===== config.mk =====
export PLATFORM = sky130hd
export DESIGN_NAME = esb_cmd_decoder
export DESIGN_NICKNAME = d
export VERILOG_FILES = /design/src/include/esb_pkg.sv /design/src/rtl/esb_cmd_decoder.sv
export SDC_FILE = /design/constraint.sdc
export NUM_CORES = 1
export LEC_CHECK = 0
export ABC_AREA = 0
export BUFFER_PORTS_ARGS = -buffer_cell sky130_fd_sc_hd__buf_2
export CAP_MARGIN = 0
export CORE_UTILIZATION = 45
export CTS_CLUSTER_DIAMETER = 30
export DETAILED_ROUTE_END_ITERATION = 10
export GPL_ROUTABILITY_DRIVEN = 0
export PLACE_DENSITY = 0.71
export SETUP_SLACK_MARGIN = 0.5
export SLEW_MARGIN = 20
export SYNTH_ARGS = -nofsm -noshare
export SYNTH_HDL_FRONTEND = slang
export SYNTH_SLANG_ARGS = --single-unit

===== constraint.sdc =====
create_clock -name ref_clk -period 3.17 [get_ports ref_clk]
set_input_delay 0.1585 -clock ref_clk [delete_from_list [all_inputs] [get_ports ref_clk]]
set_output_delay 0.1585 -clock ref_clk [all_outputs]
set_load 0.005 [all_outputs]

===== src/include/esb_pkg.sv =====
package esb_pkg;
   localparam logic [7:0] OP_SRC_LEVEL = 8'h04;
   localparam logic [7:0] OP_ICS_PROG = 8'h08;
   localparam logic [7:0] OP_ICS_WRITE = 8'h09;
   localparam logic [7:0] OP_ICS_READ = 8'h0A;
   localparam logic [7:0] OP_SOFTSTART = 8'h0C;
   localparam logic [7:0] RST_HIGH_ONE = 8'h41;
   localparam logic [7:0] RST_HIGH_TWO = 8'hA8;
   localparam logic [7:0] RST_LOW = 8'h32;
   localparam logic [31:0] RST_ICS = 32'h0000_0000;
   localparam logic [7:0] RST_SS_ONE = 8'h8B;
   localparam logic [7:0] RST_SS_TWO = 8'h9C;
   localparam logic [7:0] RST_SS_THREE = 8'h96;
   localparam logic [7:0] RST_SS_DUR = 8'h0F;
   localparam int RANGE_BIT = 7;
   localparam logic [7:0] HI_UPPER_MIN = 8'h21;
   localparam logic [7:0] HI_UPPER_MAX = 8'h4B;
   localparam logic [7:0] HI_LOWER_MIN = 8'h8E;
   localparam logic [7:0] HI_LOWER_MAX = 8'hCC;
   localparam logic [7:0] LOW_MIN = 8'h0F;
   localparam logic [7:0] LOW_MAX = 8'h4B;
   localparam int STR_LSB = 4;
   localparam int STR_W = 3;
   localparam int OFF_LSB = 0;
   localparam int OFF_W = 4;
   localparam logic [3:0] OFF_MIN = 4'h4;
   localparam int DUR_W = 2;
   localparam int LEN_W = 6;
   localparam logic [5:0] DUR_STEP_MS = 6'h0A;
   localparam logic [1:0] SRC_LAST = 2'h2;
   localparam logic [1:0] FOUR_LAST = 2'h3;
   localparam int PHASES = 3;

   typedef enum logic [2:0] {
      ST_IDLE, ST_SRC, ST_PROG, ST_ICW, ST_ICR, ST_SS
   } esb_state_t;

   typedef struct packed {
      esb_state_t st;
      logic [1:0] idx;
      logic progReq;
      logic [7:0] highOne;
      logic [7:0] highTwo;
      logic [7:0] low;
      logic [31:0] ics;
      logic [7:0] rdByte;
      logic [2:0][7:0] ssPhase;
      logic [7:0] ssDur;
   } esb_regs_t;
endpackage


===== src/rtl/esb_cmd_decoder.sv =====
// Summary of operation
// - opcode 04 takes three bytes: first high, second high, low source level
// - reset levels: 41h first high, A8h second high, 32h low
// - high byte with bit 7 clear lies in 8.6V..17V range, 0.2V steps
// - second high byte with bit 7 set: 8Eh..CCh from 2.4V, 0.1V steps
// - low byte with bit 7 clear: -5V..-17V, other codes not applicable
// - opcode 08 programs initial code only while internal clock gate set
// - busy stays high during initial code programming until it completes
// - opcode 09 stores four bytes as initial code selection, unchanged
// - opcode 0A reads initial code selection back to host
// - opcode 0C takes four soft-start bytes, phases run one, two, three
// - reset soft-start phase bytes: 8Bh, 9Ch, 96h
// - phase bits 6:4 pick drive strength, 000 weakest to 111 strongest
// - phase bits 3:0 min gate-drive off time, below 0100 not applicable
// - duration byte: phase three 5:4, two 3:2, one 1:0, reset 0Fh
// - duration codes 00..11 give about 10, 20, 30, 40 ms
module esb_cmd_decoder (
   input wire logic ref_clk,
   input wire logic nrst,
   input wire logic hostValid,
   input wire logic hostDc,
   input wire logic [7:0] hostByte,
   input wire logic readStrobe,
   input wire logic internalClockGateFlag,
   input wire logic progDone,
   output logic progReq,
   output logic busy,
   output logic [7:0] readByte,
   output logic [7:0] firstHighSourceLevel,
   output logic [7:0] secondHighSourceLevel,
   output logic [7:0] negativeSourceLevel,
   output logic firstHighUpper,
   output logic secondHighLower,
   output logic firstHighValid,
   output logic secondHighValid,
   output logic negativeValid,
   output logic [31:0] initialCodeSel,
   output logic [23:0] softstartPhases,
   output logic [7:0] softstartDurations,
   output logic [8:0] boosterDriveStrength,
   output logic [11:0] boosterGateDriveOffTime,
   output logic [2:0] offTimeValid,
   output logic [17:0] phaseLenMs
);
   esb_pkg::esb_regs_t s_r;
   esb_pkg::esb_regs_t s_nxt;
   logic opTaken;
   logic dataTaken;

   function automatic logic [7:0] icsByte(input logic [31:0] v, input logic [1:0] i);
      logic [7:0] b;
      case (i)
         2'h0: b = v[31:24];
         2'h1: b = v[23:16];
         2'h2: b = v[15:8];
         default: b = v[7:0];
      endcase
      return b;
   endfunction

   // bytes are dropped while programming: the host polls busy first
   assign opTaken = hostValid && !hostDc && s_r.st != esb_pkg::ST_PROG;
   assign dataTaken = hostValid && hostDc && s_r.st != esb_pkg::ST_PROG;

   always_comb begin
      s_nxt = s_r;
      s_nxt.progReq = 1'b0;
      if (opTaken) begin
         s_nxt.idx = 2'h0;
         s_nxt.st = esb_pkg::ST_IDLE;
         case (hostByte)
            esb_pkg::OP_SRC_LEVEL: s_nxt.st = esb_pkg::ST_SRC;
            esb_pkg::OP_ICS_PROG: begin
               // without the clock gate the command is dropped silently
               if (internalClockGateFlag) begin
                  s_nxt.st = esb_pkg::ST_PROG;
                  s_nxt.progReq = 1'b1;
               end
            end
            esb_pkg::OP_ICS_WRITE: s_nxt.st = esb_pkg::ST_ICW;
            esb_pkg::OP_ICS_READ: begin
               s_nxt.st = esb_pkg::ST_ICR;
               s_nxt.rdByte = icsByte(s_r.ics, 2'h0);
            end
            esb_pkg::OP_SOFTSTART: s_nxt.st = esb_pkg::ST_SS;
            default: s_nxt.st = esb_pkg::ST_IDLE;
         endcase
      end else if (dataTaken) begin
         s_nxt.idx = s_r.idx + 2'h1;
         case (s_r.st)
            esb_pkg::ST_SRC: begin
               case (s_r.idx)
                  2'h0: s_nxt.highOne = hostByte;
                  2'h1: s_nxt.highTwo = hostByte;
                  default: s_nxt.low = hostByte;
               endcase
               if (s_r.idx == esb_pkg::SRC_LAST) begin
                  s_nxt.st = esb_pkg::ST_IDLE;
               end
            end
            esb_pkg::ST_ICW: begin
               // byte A lands in the top after four shifts
               s_nxt.ics = {s_r.ics[23:0], hostByte};
               if (s_r.idx == esb_pkg::FOUR_LAST) begin
                  s_nxt.st = esb_pkg::ST_IDLE;
               end
            end
            esb_pkg::ST_SS: begin
               // stored as sent; bit 7 of phase bytes is the host's duty
               if (s_r.idx == esb_pkg::FOUR_LAST) begin
                  s_nxt.ssDur = hostByte;
                  s_nxt.st = esb_pkg::ST_IDLE;
               end else begin
                  s_nxt.ssPhase[s_r.idx] = hostByte;
               end
            end
            default: s_nxt.idx = s_r.idx;
         endcase
      end else if (s_r.st == esb_pkg::ST_ICR && readStrobe) begin
         // four bytes A..D, then wraps to A
         s_nxt.idx = s_r.idx + 2'h1;
         s_nxt.rdByte = icsByte(s_r.ics, s_r.idx + 2'h1);
      end
      if (s_r.st == esb_pkg::ST_PROG && progDone) begin
         s_nxt.st = esb_pkg::ST_IDLE;
      end
   end

   always_ff @(posedge ref_clk or negedge nrst) begin
      if (!nrst) begin
         s_r.st <= esb_pkg::ST_IDLE;
         s_r.idx <= 2'h0;
         s_r.progReq <= 1'b0;
         s_r.highOne <= esb_pkg::RST_HIGH_ONE;
         s_r.highTwo <= esb_pkg::RST_HIGH_TWO;
         s_r.low <= esb_pkg::RST_LOW;
         s_r.ics <= esb_pkg::RST_ICS;
         s_r.rdByte <= 8'h00;
         s_r.ssPhase[0] <= esb_pkg::RST_SS_ONE;
         s_r.ssPhase[1] <= esb_pkg::RST_SS_TWO;
         s_r.ssPhase[2] <= esb_pkg::RST_SS_THREE;
         s_r.ssDur <= esb_pkg::RST_SS_DUR;
      end else begin
         s_r <= s_nxt;
      end
   end

   assign progReq = s_r.progReq;
   assign busy = s_r.st == esb_pkg::ST_PROG;
   assign readByte = s_r.rdByte;
   assign firstHighSourceLevel = s_r.highOne;
   assign secondHighSourceLevel = s_r.highTwo;
   assign negativeSourceLevel = s_r.low;
   assign initialCodeSel = s_r.ics;
   assign softstartPhases = s_r.ssPhase;
   assign softstartDurations = s_r.ssDur;

   // only the second high level has a lower range
   assign firstHighUpper = !s_r.highOne[esb_pkg::RANGE_BIT];
   assign secondHighLower = s_r.highTwo[esb_pkg::RANGE_BIT];
   assign firstHighValid = s_r.highOne >= esb_pkg::HI_UPPER_MIN
      && s_r.highOne <= esb_pkg::HI_UPPER_MAX;
   assign secondHighValid = secondHighLower
      ? (s_r.highTwo >= esb_pkg::HI_LOWER_MIN && s_r.highTwo <= esb_pkg::HI_LOWER_MAX)
      : (s_r.highTwo >= esb_pkg::HI_UPPER_MIN && s_r.highTwo <= esb_pkg::HI_UPPER_MAX);
   assign negativeValid = s_r.low >= esb_pkg::LOW_MIN
      && s_r.low <= esb_pkg::LOW_MAX;

   for (genvar p = 0; p < esb_pkg::PHASES; p++) begin : g_phase
      assign boosterDriveStrength[p*esb_pkg::STR_W +: esb_pkg::STR_W] =
         s_r.ssPhase[p][esb_pkg::STR_LSB +: esb_pkg::STR_W];
      assign boosterGateDriveOffTime[p*esb_pkg::OFF_W +: esb_pkg::OFF_W] =
         s_r.ssPhase[p][esb_pkg::OFF_LSB +: esb_pkg::OFF_W];
      assign offTimeValid[p] =
         s_r.ssPhase[p][esb_pkg::OFF_LSB +: esb_pkg::OFF_W] >= esb_pkg::OFF_MIN;
      // approximate length only; the booster times phases itself
      assign phaseLenMs[p*esb_pkg::LEN_W +: esb_pkg::LEN_W] = 6'(({4'h0,
         s_r.ssDur[p*esb_pkg::DUR_W +: esb_pkg::DUR_W]} + 6'h01) * esb_pkg::DUR_STEP_MS);
   end
endmodule


==> flow_summary.ini <==
[cts]
cts_buffers = 9
cts_tree = yes
ctsResizeCount = 0
cts_root_buf = clkbuf_16
clock-sinks = 102
cts_setup_buffers = 0
insertion_delay_ns = 0.34
clk_pin_slew_ns = 0.07
cts_buffer_depth = 2
cts_max_level = 3

[placement]
dpl.hpwl_um = 8137
dpl_cell_area_mm2 = 0.005617
numPortBuffers = 156

[logic_synthesis]
yosys_register_bits = 102
syn_area_mm2 = 0.005573
synth_enable_flop_cells = 0
syn_inst = 473
ys_seq_area_share_pct = 46.34
synth.distinct_cells = 43
yosysWarnings = 0
ys.flop_type = dfrtp_1
syn_area_per_cell_um2 = 11.78
ys_async_sr_fraction_pct = 100.0

[timing]
finalCritPeriodShare_pct = 73.63
relSlewSlack_pct = 56.99
grt_setup_unrepaired = false
fin_crit_ns = 2.334
skew_ns = 0.007493
setup_viol = 0
max_freq_mhz = 428.4
hold_viol_final = 0
fin_setup_tns_ns = 0
maxSlewViolCount = 0
worst_pin_slew_ns = 0.6451

[critical_path]
arrival_ns = 2.56
cp_slowest_stage_delay_ns = 0.56
cp.required_ns = 3.39
slowest_stage = or3b_2
start_kind = register
crit_type = reg2reg
critical_path_buf_inv_count = 0
cp_max_fo = 14
path_cells = or3b_2 > nand2_1 > a2bb2oi_4 > mux2_2
worstSetupEndpointType = register
crit_family = simple AND/OR/NAND/NOR gates

[cells_and_area]
final_cell_area_mm2 = 0.005933
syn_to_final_growth_pct = 6.466
nNetsFinal = 534
drive_gt1_share_pct = 59.10
nFillCells = 1083
n_antenna_cell = 0

[power_and_ir_drop]
p_per_area_mw_per_mm2 = 501.1
ir_drop_v = 0.0003457
power_mw = 2.973
p_leak_nw = 3.266

[floorplanning]
io_pins = 160
rows = 40
die_y_um = 113.3
start_util_pct = 46.20
die_w_um = 113.3
coreArea_mm2 = 0.01206
dieArea_mm2 = 0.01283

[run]
cap_violations = 0

[routing]
drc = 0
num_vias = 3446
totalWireLength_um = 11620
post_drt_via_cell_ratio = 5.075
drt-initial-drc-count = 201
wl_per_cell_um = 17.11
dr.pass1.iters = 4
antenna_left = 0

[global_route]
grt_use_total_pct = 18.82
first_global_vias = 3302
grt_max_degree = 56
antenna_found_initial = 0
grt_pass1_wl_um = 18250
overflow = 0

[worst_hold_path]
min-delay-path-class = in2reg

[status]
status = finished, final reports clean
==> cells in the final DEF (no fill, tap or decap), types with 2 or more instances in the layout <==
cell type    n
nand3_1      2
o21ai_0     14
a22o_1       9
mux2i_1      3
inv_1       19
or4_1        2
ha_1        13
nand3b_1     2
a22oi_1      9
buf_2      155
o32ai_1      2
and2_1       2
or2_2        3
nor4_1       3
nor2_1       6
dfrtp_1     78
mux2_2      96
dfstp_2     24
nor2b_1      4
conb_1       3
a211oi_1     2
inv_6        2
clkbuf_16    9
nand2_1     17
buf_4        2
nor3b_1      2
a21oi_1      3
==> flip-flops by register name (all words and copies together), names as in the netlist <==
register and cells:
softstartDurations 8, progReq 1, boosterDriveStrength 9, firstHighSourceLevel 8, softstartPhases 3, negativeSourceLevel 8
secondHighSourceLevel 8, boosterGateDriveOffTime 12, readByte 8, initialCodeSel 32, s_r 5
==> final cells by class <==
| cell class | count | area [um2] | area share (%) |
|---|---|---|---|
| clock buffer | 10 | 239.0 | 4.028 |
| clock inverter | 6 | 67.56 | 1.139 |
| inverter | 19 | 71.32 | 1.202 |
| multi-input combinational | 215 | 1942 | 32.73 |
| sequential | 102 | 2582 | 43.53 |
| tap | 168 | 210.2 | 3.543 |
| timing repair buffer | 159 | 820.8 | 13.83 |
==> cell families after synthesis <==
family	Yosys count	synth area share, %
DFF	102	46.34
xor gates and xnor gates	1	0.1572
AOI/OAI and AO/OA	47	6.219
buffers and inverters	158	19.04
and+or+nand+nor	52	5.321
adders and majority gates	13	2.919
other	1	0.06729
muxes	99	19.94
==> per-layer routing <==
| metal | vias to the layer above | GRT usage [%] | share of wire, % |
|---|---|---|---|
| li1 | 1568 | - | - |
| met1 | 1737 | 24.13 | 44 |
| met2 | 125 | 31.37 | 49 |
| met3 | 16 | 3.642 | 4.6 |
| met4 | 0 | 7.544 | 1.9 |
| met5 | - | 0 | 0 |
==> path summary, 6_finish.rpt <==
check	from	to	slack, ns	cells after the start
min reg2reg	softstartDurations[6]	softstartDurations[6]	0.50	1
max in group asynchronous	nrst	boosterDriveStrength[6]	2.03	3
min	internalClockGateFlag	progReq	0.09	2
min in group asynchronous	nrst	initialCodeSel[28]	0.38	2
max	s_r[101]	readByte[6]	0.84	4
max reg2reg	s_r[101]	readByte[6]	0.84	4
==> metrics by stage <==
| stage | util [%] | std cells | worst slack (ns) | hold WS [ns] |
|---|---|---|---|---|
| final | 49.19 | 679 | 0.8358 | 0.08528 |
| after global routing | 49.19 | 679 | 0.7467 | 0.07639 |
| after CTS | 49.19 | 679 | 0.8492 | 0.06764 |
| after detailed placement | 46.57 | 662 | 0.8631 | 0.2300 |
| after global placement | 46.57 | 662 | 0.9599 | 0.2100 |
| after floorplan | - | 475 | 1.279 | -0.1371 |
==> where the power goes <==
part / internal (mW) / switching [mW]
Clock: 0.640 / 0.492
Sequential: 1.37 / 0.0599
Combinational: 0.158 / 0.255
Total: 2.17 / 0.808
==> cell usage after synthesis (2+ instances only) <==
cell        n  area [um2]
nor3b_1     2       15.01
a21oi_1     3       15.01
a211oi_1    2       15.01
o21ai_0    14       70.07
nor3_1      2       10.01
inv_1      19       71.32
dfrtp_1    78        1952
mux2_2     96        1081
or2_2       3       18.77
nor2b_1     4       25.02
a22o_1      9       78.83
buf_4     123       923.4
o32ai_1     2       17.52
mux2i_1     3       30.03
or4_1       2       15.01
dfstp_2    24       630.6
nand2_1    17       63.81
and2_1      2       12.51
ha_1       13       162.7
nand3_1     2       10.01
nand3b_1    2       15.01
a22oi_1     9       67.56
nor4_1      3       18.77
nor2_1      6       22.52
clkbuf_1   11       41.29
buf_2       5       25.02
==> worst reg2reg max path, cell delays in order (launching register included) <==
cell and delay (ns):
dfrtp_1 0.51, or3b_2 0.56, nand2_1 0.43, a2bb2oi_4 0.34, mux2_2 0.38
==> timing repair <==
action,in CTS,in global routing
hold endpoints to repair,38,0
setup endpoints to repair,0,0
hold buffers,1,0
Note: power is estimated with default switching activity, not from simulation.
